===== config.mk =====
export PLATFORM = sky130hd
export DESIGN_NAME = asrb_regs
export DESIGN_NICKNAME = d
export VERILOG_FILES = /design/src/core/asrb_pkg.sv /design/src/core/asrb_arm_decode.sv /design/src/core/asrb_regs.sv
export SDC_FILE = /design/constraint.sdc
export NUM_CORES = 1
export LEC_CHECK = 0
export BUFFER_PORTS_ARGS = -buffer_cell sky130_fd_sc_hd__buf_2
export CAP_MARGIN = 40
export CORE_AREA = 2 2 104 106
export CTS_CLUSTER_SIZE = 10
export DETAILED_ROUTE_END_ITERATION = 16
export DIE_AREA = 0 0 106 108
export HOLD_SLACK_MARGIN = 0.05
export MAX_ROUTING_LAYER = met4
export PLACE_DENSITY_LB_ADDON = 0.15
export SLEW_MARGIN = 40
export SYNTH_ARGS = -nofsm -noshare
export SYNTH_HDL_FRONTEND = slang
export SYNTH_HIERARCHICAL = 1
export SYNTH_SLANG_ARGS = --single-unit

===== constraint.sdc =====
create_clock -name clk_in -period 2.5 [get_ports clk_in]
set_input_delay 0.625 -clock clk_in [delete_from_list [all_inputs] [get_ports clk_in]]
set_output_delay 0.625 -clock clk_in [all_outputs]
set_load 0.005 [all_outputs]

===== src/core/asrb_pkg.sv =====
// Purpose: Shared constants and carriers for the arming and status register bank
// Assumes: Byte-wide register port with 8-bit addresses
// Notes: Offsets are the register addresses as the host sees them
package asrb_pkg;
  localparam logic [7:0] ARMING_SETUP_OFFSET = 8'h0e;
  localparam logic [7:0] POS_THRESH_OFFSET = 8'h10;
  localparam logic [7:0] NEG_THRESH_OFFSET = 8'h12;
  localparam logic [7:0] COND_FLAGS_OFFSET = 8'h14;
  localparam logic [7:0] TICK_COUNT_OFFSET = 8'h15;
  localparam logic [7:0] TRIM_READ_OFFSET = 8'h16;
  localparam logic [7:0] SPARE_A_OFFSET = 8'h1c;
  localparam logic [7:0] SPARE_B_OFFSET = 8'h1d;

  localparam int POS_WS_LSB = 0;
  localparam int NEG_WS_LSB = 2;
  localparam int PULSE_STRETCH_LSB = 4;
  localparam logic [7:0] ARMING_SETUP_RESET = 8'h0f;
  localparam logic [7:0] ARMING_SETUP_MASK = 8'h3f;
  localparam logic [7:0] THRESH_RESET = 8'h00;

  localparam int FLAG_DATA_FAULT = 6;
  localparam int FLAG_MOD_OVER = 5;
  localparam int FLAG_INIT_BUSY = 4;
  localparam int FLAG_MISO_MISMATCH = 3;
  localparam int FLAG_ZERO_BIT = 2;
  localparam int FLAG_OFFSET_OVER = 1;
  localparam int FLAG_RESET_SEEN = 0;
  localparam logic [7:0] STICKY_MASK = 8'h6b;

  localparam int PRESCALE_BITS = 10;
  localparam logic [PRESCALE_BITS-1:0] PRESCALE_LAST = 10'h3ff;
  localparam logic [7:0] TICK_RESET = 8'h00;

  typedef enum logic [2:0]
  {
    ASRB_ARM_OFF = 3'h0,
    ASRB_ARM_PCM = 3'h1,
    ASRB_ARM_AVG_HI = 3'h2,
    ASRB_ARM_AVG_LO = 3'h3,
    ASRB_ARM_CNT_HI = 3'h4,
    ASRB_ARM_CNT_LO = 3'h5,
    ASRB_ARM_RAW_HI = 3'h6,
    ASRB_ARM_RAW_LO = 3'h7
  } asrb_arm_mode_e;

  typedef struct packed
  {
    logic data_fault;
    logic data_fault_persist;
    logic modulator_overrange;
    logic miso_mismatch;
    logic offset_overrange;
  } asrb_events_s;

  typedef struct packed
  {
    logic enable;
    logic positive_enable;
    logic negative_enable;
    logic use_average;
    logic use_count;
    logic use_pcm;
    logic active_low;
    logic [4:0] positive_window;
    logic [4:0] negative_window;
    logic [3:0] count_limit;
    logic [1:0] pulse_stretch;
  } asrb_arm_ctrl_s;
endpackage


===== src/core/asrb_arm_decode.sv =====
// Purpose: Turns the arming mode, window codes and thresholds into datapath controls
// Assumes: Inputs come from registers on the same clock
// Notes: Pure decode; the owner registers the result
`timescale 1ns/1ns
module asrb_arm_decode
(
  input wire logic [2:0] mode_in,
  input wire logic [7:0] setup_in,
  input wire logic [7:0] pos_thresh_in,
  input wire logic [7:0] neg_thresh_in,
  output wire asrb_pkg::asrb_arm_ctrl_s ctrl_out
);
  wire logic [1:0] pos_code;
  wire logic [1:0] neg_code;
  wire logic pos_live;
  wire logic neg_live;
  wire logic any_live;
  wire asrb_pkg::asrb_arm_mode_e mode;

  assign mode = asrb_pkg::asrb_arm_mode_e'(mode_in);
  assign pos_code = setup_in[asrb_pkg::POS_WS_LSB +: 2];
  assign neg_code = setup_in[asrb_pkg::NEG_WS_LSB +: 2];
  // A zero threshold silences only its own polarity
  assign pos_live = (pos_thresh_in != 8'h00);
  assign neg_live = (neg_thresh_in != 8'h00);
  // Both zero overrides whatever mode is programmed
  assign any_live = pos_live | neg_live;

  assign ctrl_out.enable = any_live && (mode != asrb_pkg::ASRB_ARM_OFF);
  assign ctrl_out.positive_enable = pos_live;
  assign ctrl_out.negative_enable = neg_live;
  assign ctrl_out.use_pcm = (mode == asrb_pkg::ASRB_ARM_PCM);
  assign ctrl_out.use_average = (mode_in[2:1] == 2'h1);
  assign ctrl_out.use_count = (mode_in[2:1] == 2'h2);
  assign ctrl_out.active_low = mode_in[0] && (mode_in[2:1] != 2'h0);
  // Window lengths 2,4,8,16 taken per polarity
  assign ctrl_out.positive_window = 5'h02 << pos_code;
  assign ctrl_out.negative_window = 5'h02 << neg_code;
  // Count limits 1,3,7,15 from the positive field alone
  assign ctrl_out.count_limit = 4'((5'h02 << pos_code) - 5'h01);
  assign ctrl_out.pulse_stretch = setup_in[asrb_pkg::PULSE_STRETCH_LSB +: 2];
endmodule


===== src/core/asrb_regs.sv =====
// Purpose: Host-visible arming thresholds, status flags, oscillator monitor and trim readback
// Assumes: Byte register port from the serial front end, single clock, sync reset
// Notes: Reads return data one cycle after the strobe
//
// Function
// moving-average window 2..16 per polarity
// count limit 1,3,7,15 from positive field
// thresholds writable only before init lock
// thresholds feed writable-array checksum
// thresholds are unsigned 8-bit magnitudes
// zero threshold disables that polarity only
// both zero disables arming and pin
// status read-only, read clears transient flags
// bit 6 internal data fault, read-clear
// checksum fault reasserts; fuse fault survives reset
// bit 5 modulator over-range, read-clear
// bit 4 init busy, self-clearing, read-immune
// bit 3 serial output mismatch, read-clear
// bit 1 offset over-range, read-clear
// bit 0 reset-occurred, read-clear
// bit 7 unused, bit 2 reads zero
// free-running counter, oscillator divided 1024
// offset correction readback register
// host writes zeros to spare locations
// three-bit arming mode decode
// window fields in setup, reset ones
// read and clear in one step
`timescale 1ns/1ns
module asrb_regs
(
  input wire logic clk_in,
  input wire logic reset_in,
  input wire logic reg_write_in,
  input wire logic reg_read_in,
  input wire logic [7:0] reg_addr_in,
  input wire logic [7:0] reg_wdata_in,
  input wire logic init_complete_lock_in,
  input wire logic init_done_in,
  input wire logic [2:0] arm_mode_in,
  input wire asrb_pkg::asrb_events_s events_in,
  input wire logic fuse_fault_in,
  input wire logic [7:0] offset_step_in,
  input wire logic offset_step_valid_in,
  output logic [7:0] reg_rdata_out,
  output logic reg_rvalid_out,
  output asrb_pkg::asrb_arm_ctrl_s arm_ctrl_out,
  output logic [7:0] positive_threshold_value_out,
  output logic [7:0] negative_threshold_value_out,
  output logic [7:0] arming_setup_out,
  output logic [7:0] spare_a_out,
  output logic [7:0] spare_b_out
);
  logic [7:0] positive_arm_threshold;
  logic [7:0] negative_arm_threshold;
  logic [7:0] arming_setup_register;
  logic [7:0] spare_location_a;
  logic [7:0] spare_location_b;
  logic [7:0] offset_trim_readback;
  logic [asrb_pkg::PRESCALE_BITS-1:0] prescale;
  logic [7:0] oscillator_tick_counter;
  logic [7:0] sticky;
  logic init_in_progress_flag;
  logic csum_fault_latched;
  logic [7:0] read_data;
  asrb_pkg::asrb_arm_ctrl_s arm_ctrl;
  logic [7:0] next_sticky;

  wire logic hit_setup = reg_addr_in == asrb_pkg::ARMING_SETUP_OFFSET;
  wire logic hit_pos = reg_addr_in == asrb_pkg::POS_THRESH_OFFSET;
  wire logic hit_neg = reg_addr_in == asrb_pkg::NEG_THRESH_OFFSET;
  wire logic hit_flags = reg_addr_in == asrb_pkg::COND_FLAGS_OFFSET;
  wire logic hit_tick = reg_addr_in == asrb_pkg::TICK_COUNT_OFFSET;
  wire logic hit_trim = reg_addr_in == asrb_pkg::TRIM_READ_OFFSET;
  wire logic hit_spare_a = reg_addr_in == asrb_pkg::SPARE_A_OFFSET;
  wire logic hit_spare_b = reg_addr_in == asrb_pkg::SPARE_B_OFFSET;
  // Lock closes all initialization-time writes at once
  wire logic write_open = reg_write_in && !init_complete_lock_in;
  wire logic flags_read = reg_read_in && hit_flags;
  wire logic prescale_wrap = prescale == asrb_pkg::PRESCALE_LAST;

  // Writable-array fault keeps re-raising until reset; fuse faults arrive again after reset
  wire logic fault_source = events_in.data_fault || csum_fault_latched || fuse_fault_in;

  wire logic [7:0] event_bits;
  assign event_bits[7] = 1'b0;
  assign event_bits[asrb_pkg::FLAG_DATA_FAULT] = fault_source;
  assign event_bits[asrb_pkg::FLAG_MOD_OVER] = events_in.modulator_overrange;
  assign event_bits[asrb_pkg::FLAG_INIT_BUSY] = 1'b0;
  assign event_bits[asrb_pkg::FLAG_MISO_MISMATCH] = events_in.miso_mismatch;
  assign event_bits[asrb_pkg::FLAG_ZERO_BIT] = 1'b0;
  assign event_bits[asrb_pkg::FLAG_OFFSET_OVER] = events_in.offset_overrange;
  assign event_bits[asrb_pkg::FLAG_RESET_SEEN] = 1'b0;

  // A flag raised in the read cycle survives the clear
  assign next_sticky = ((sticky & ~(flags_read ? asrb_pkg::STICKY_MASK : 8'h00)) | event_bits)
                       & asrb_pkg::STICKY_MASK;

  wire logic [7:0] flags_view = {1'b0, sticky[6:5], init_in_progress_flag, sticky[3], 1'b0, sticky[1:0]};

  assign read_data = hit_setup ? arming_setup_register :
                     hit_pos ? positive_arm_threshold :
                     hit_neg ? negative_arm_threshold :
                     hit_flags ? flags_view :
                     hit_tick ? oscillator_tick_counter :
                     hit_trim ? offset_trim_readback :
                     hit_spare_a ? spare_location_a :
                     hit_spare_b ? spare_location_b : 8'h00;

  always_ff @(posedge clk_in)
  begin
    if (reset_in)
    begin
      positive_arm_threshold <= asrb_pkg::THRESH_RESET;
      negative_arm_threshold <= asrb_pkg::THRESH_RESET;
      arming_setup_register <= asrb_pkg::ARMING_SETUP_RESET;
      spare_location_a <= 8'h00;
      spare_location_b <= 8'h00;
    end
    else
    begin
      if (write_open && hit_pos)
      begin
        positive_arm_threshold <= reg_wdata_in;
      end
      if (write_open && hit_neg)
      begin
        negative_arm_threshold <= reg_wdata_in;
      end
      if (write_open && hit_setup)
      begin
        arming_setup_register <= reg_wdata_in & asrb_pkg::ARMING_SETUP_MASK;
      end
      // Spares are stored as written; the host keeps them at zero
      if (write_open && hit_spare_a)
      begin
        spare_location_a <= reg_wdata_in;
      end
      if (write_open && hit_spare_b)
      begin
        spare_location_b <= reg_wdata_in;
      end
    end
  end

  // Status flags: reset-seen is raised by the reset itself and lasts until read
  always_ff @(posedge clk_in)
  begin
    if (reset_in)
    begin
      sticky <= 8'h01;
      init_in_progress_flag <= 1'b1;
      csum_fault_latched <= 1'b0;
    end
    else
    begin
      sticky <= next_sticky;
      if (init_done_in)
      begin
        init_in_progress_flag <= 1'b0;
      end
      if (events_in.data_fault_persist)
      begin
        csum_fault_latched <= 1'b1;
      end
    end
  end

  always_ff @(posedge clk_in)
  begin
    if (reset_in)
    begin
      prescale <= '0;
      oscillator_tick_counter <= asrb_pkg::TICK_RESET;
    end
    else
    begin
      prescale <= prescale + {{(asrb_pkg::PRESCALE_BITS-1){1'b0}}, 1'b1};
      if (prescale_wrap)
      begin
        oscillator_tick_counter <= oscillator_tick_counter + 8'h01;
      end
    end
  end

  always_ff @(posedge clk_in)
  begin
    if (reset_in)
    begin
      offset_trim_readback <= 8'h00;
    end
    else if (offset_step_valid_in)
    begin
      offset_trim_readback <= offset_step_in;
    end
  end

  asrb_arm_decode u_decode
  (
    .mode_in(arm_mode_in),
    .setup_in(arming_setup_register),
    .pos_thresh_in(positive_arm_threshold),
    .neg_thresh_in(negative_arm_threshold),
    .ctrl_out(arm_ctrl)
  );

  // All outputs registered; thresholds and setup also leave for the checksum engine
  always_ff @(posedge clk_in)
  begin
    if (reset_in)
    begin
      reg_rdata_out <= 8'h00;
      reg_rvalid_out <= 1'b0;
      arm_ctrl_out <= '0;
      positive_threshold_value_out <= asrb_pkg::THRESH_RESET;
      negative_threshold_value_out <= asrb_pkg::THRESH_RESET;
      arming_setup_out <= asrb_pkg::ARMING_SETUP_RESET;
      spare_a_out <= 8'h00;
      spare_b_out <= 8'h00;
    end
    else
    begin
      reg_rdata_out <= reg_read_in ? read_data : 8'h00;
      reg_rvalid_out <= reg_read_in;
      arm_ctrl_out <= arm_ctrl;
      positive_threshold_value_out <= positive_arm_threshold;
      negative_threshold_value_out <= negative_arm_threshold;
      arming_setup_out <= arming_setup_register;
      spare_a_out <= spare_location_a;
      spare_b_out <= spare_location_b;
    end
  end
endmodule


==> run summary <==
Post-synthesis sequential element count: 141
Final HPWL DP: 9.21 mm
Die height: 108 um
Syn_area_per_cell: 9.87 sq um
Status: finished clean
Clock Sinks: 141
Final cell count without fillers: 808
Critical Path Fanout Max: 9
R2R depth: 7
Depth of the worst hold-timing path: 3
Total power draw: 4.89 mW
WL/cell: 15.9 um
GRT overflow: 0
Synthesized area: 5430 sq um
Setup violators final: 0
Max IR drop VDD: 0.357 mV
Data required, critical path: 2.88 ns
Max Clock Skew: 0.0134 ns
Clock tree buffer depth: 2
Top FF cell, synth: dfxtp_1
HP Class: input port to flop
Combinational Power Share: 4.5%
R2R Setup Slk: 0.74 ns
Fraction of layout cells with a size suffix above 1: 26.3%
CTS tree: done
Post-route ant nets: 0
Mux cell area share after synthesis: 8.30%
XOR/XNOR share of the synthesized area: 1.78%
Max-slew headroom: 55.8%
Drt drc: 0
Adder-cell share of the synthesized area: 0.461%
Ys async rst share: 0%
Final Max Slew Viols: 0
Fin crit share: 77.3%
Start point of the worst hold path: events_in[3]
Synth Area in Compound Gates: 9.08%
Cells after Synth: 550
Synth Area in Simple Gates: 23.9%
Postcts setup bufs: 0
Clk Tree Root Cell: clkbuf_8
Initial core utilization: 53.0%
Area Overhead vs Synth: 22.5%
Die area: 11,400 sq um
Vias per std cell: 5.19
Post-Route WL: 12.8 mm
# hold bufs at CTS: 0
Initial antenna violation count: 0
IO Count: 112
Die X: 106 um
Critical path arrival: 2.32 ns
CTS buffer count: 17
Max stage delay cell, worst path: and3b_1
Drt pass-1 iters: 4
Number of flops mapped to enable cells by yosys: 0
Worst slew pin tran: 0.663 ns
Largest net degree at the start of global routing: 68
Leakage: 2.96 nW
ANT cells: 0
Bufs and invs on worst path: 1
Number of global-route vias before repair: 3,886
RSZ-0062 raised after global routing: no
CP Launch Point: reg_addr_in[7]
Dpl cells: 776
Warnings from Yosys: 6
Vias: 4,190
Post-synth cell types: 61
Power Density: 735 nW/um^2
CP max stage delay: 0.44 ns
Gr usage total: 23.9%
Minimum clock period: 1.93 ns
Switch share: 22.6%
Internal: 3.78 mW
Critical R2R Launch: prescale[0]$_SDFF_PP0_
Crit path cell chain: buf_2 > nor4b_4 > and3b_1 > o211ai_1 > o32a_1 > o32ai_1
Final GP Congestion: 0.895
CORE AREA: 10,200 sq um
Clk pin slew, worst setup/hold paths: 0.06 ns
CP top delay family: compound AO/OA/AOI/OAI gates
CTS H-tree depth: 4
Number of max-cap violations: 0
Clock power frac: 48.5%
Final Hold Viols: 0
Post-route setup TNS: 0 ns
# rows: 37
Initial DRC count: 202
RR Endpoint: oscillator_tick_counter[6]$_SDFFE_PP0N_
Layout net count: 701
First-pass GRT wire length: 20.2 mm
Worst-Skew Late Latency: 0.53 ns
Post-CTS Resized: 0
Worst Hold End: csum_fault_latched$_SDFFE_PP0P_
Psw: 1.11 mW
Sequential area share after synthesis: 52.0%
Setup CP Type: input port to flop
Largest family of logic cells by synthesized area: simple AND/OR/NAND/NOR gates
Seq pwr share: 46.9%
I/O Buffers: 109
Max Freq: 517 MHz
Startpoint types: input port
Crit path capture type: flop
-- cell type report --
class,count,area [sq um]
clock buffers,18,418
clock inverters,14,144
fillers,863,3580
inverters,9,33.8
multi-input cells,365,2380
flip-flops and latches,141,2820
well taps,136,170
repair buffers,125,681
-- power by group through the flow --
stage | sequential [mW] | combinational, mW | clock [mW]
after CTS | 2.29 | 0.220 | 2.41
after detailed placement | 2.34 | 0.219 | 0
after global placement | 2.34 | 0.217 | 0
after global routing | 2.30 | 0.241 | 2.51
after floorplan | 2.34 | 0.123 | 0
final | 2.29 | 0.221 | 2.37
-- routing by layer --
metal / global-route usage [%] / share of wire, %
met5: - / 0
met4: 9.02 / 1.3
met3: 5.18 / 5.4
met2: 36.5 / 46
met1: 31.5 / 47
-- layout by cell type, fill, tap and decap left out, drive strengths merged, types with 5 or more instances in the layout --
cell type / Yosys / layout
a21oi: 22 / 22
and3: 8 / 8
nor2: 74 / 74
inv: 9 / 11
conb: 3 / 5
nand4: 6 / 6
o21ai: 8 / 8
dfxtp: 141 / 141
clkinv: 0 / 8
buf: 21 / 125
a22oi: 5 / 5
nand2: 24 / 24
clkbuf: 16 / 18
or2: 6 / 6
nand3: 13 / 13
xor2: 7 / 7
mux2i: 45 / 45
nor2b: 69 / 69
o32ai: 5 / 5
nor3: 6 / 6
-- kinds of logic after synthesis --
logic type               after synthesis
multiplexers                          45
adder cells (fa/ha/maj)                2
AO/OA/AOI/OAI                         72
other                                  3
buffers and inverters                 46
AND/OR/NAND/NOR                      230
flip-flops                           141
XOR/XNOR                              11
-- cells in the mapped netlist (2+ instances only) --
library cell	number	area [sq um]
xnor2_1	4	35.0
a2bb2oi_1	2	17.5
nor4_4	3	63.8
buf_1	5	18.8
clkbuf_1	16	60.1
nor2_1	74	278
or3_1	4	25.0
buf_2	3	15.0
nand4_1	5	31.3
o211ai_1	3	22.5
dfxtp_1	141	2820
o21ai_0	8	40.0
a211oi_1	4	30.0
nor2b_1	69	432
nand2_1	23	86.3
a22oi_1	5	37.5
nand3_1	11	55.1
xor2_1	7	61.3
ha_1	2	25.0
and2_1	2	12.5
nand3_2	2	20.0
o22ai_1	2	12.5
nand2b_1	3	18.8
buf_4	11	82.6
a211o_1	4	35.0
and3_1	7	43.8
or2_2	5	31.3
mux2i_1	45	450
nor3_1	5	25.0
and2_2	2	15.0
inv_1	8	30.0
o21a_1	3	22.5
buf_6	2	22.5
conb_1	3	11.3
a21oi_1	22	110
a21o_1	3	22.5
o32a_1	3	30.0
nor3b_1	2	15.0
o32ai_1	5	43.8
-- flip-flops by register name (all words and copies together), names as in the netlist --
register and flops:
offset_trim_readback 8, reg_rvalid_out 1, spare_location_b 8, csum_fault_latched 1
arming_setup_register 6, oscillator_tick_counter 8, positive_threshold_value_out 8, spare_b_out 8
negative_arm_threshold 8, spare_location_a 8, sticky 5, reg_rdata_out 8
arming_setup_out 6, spare_a_out 8, init_in_progress_flag 1, positive_arm_threshold 8
negative_threshold_value_out 8, prescale 10, arm_ctrl_out 23
-- worst max-delay path by stage --
stage	cells after the start	slack (ns)	end
final	6	0.57	reg_rdata_out[1]$_SDFF_PP0_
after global routing	6	0.51	reg_rdata_out[1]$_SDFF_PP0_
after CTS	6	0.65	reg_rdata_out[1]$_SDFF_PP0_
after detailed placement	6	0.11	reg_rdata_out[1]$_SDFF_PP0_
after global placement	6	0.09	reg_rdata_out[1]$_SDFF_PP0_
after floorplan	6	0.46	negative_arm_threshold[6]$_SDFFE_PP0P_
-- worst min-delay path, stage by stage --
cell	delay (ns)
buf_2	0.07
nor2_1	0.03
nor2_1	0.07
-- metrics by stage --
step / setup WS, ns / instance area [sq um] / hold slack (ns) / utilization, %
after floorplan: 0.460 / 5430 / 0.418 / -
after global placement: 0.0929 / 6090 / 0.428 / 59.5
after detailed placement: 0.107 / 6090 / 0.438 / 59.5
after CTS: 0.648 / 6650 / 0.300 / 65.0
after global routing: 0.508 / 6650 / 0.304 / 65.0
final: 0.567 / 6650 / 0.312 / 65.0
No activity file was read; power rests on OpenSTA's default activity.
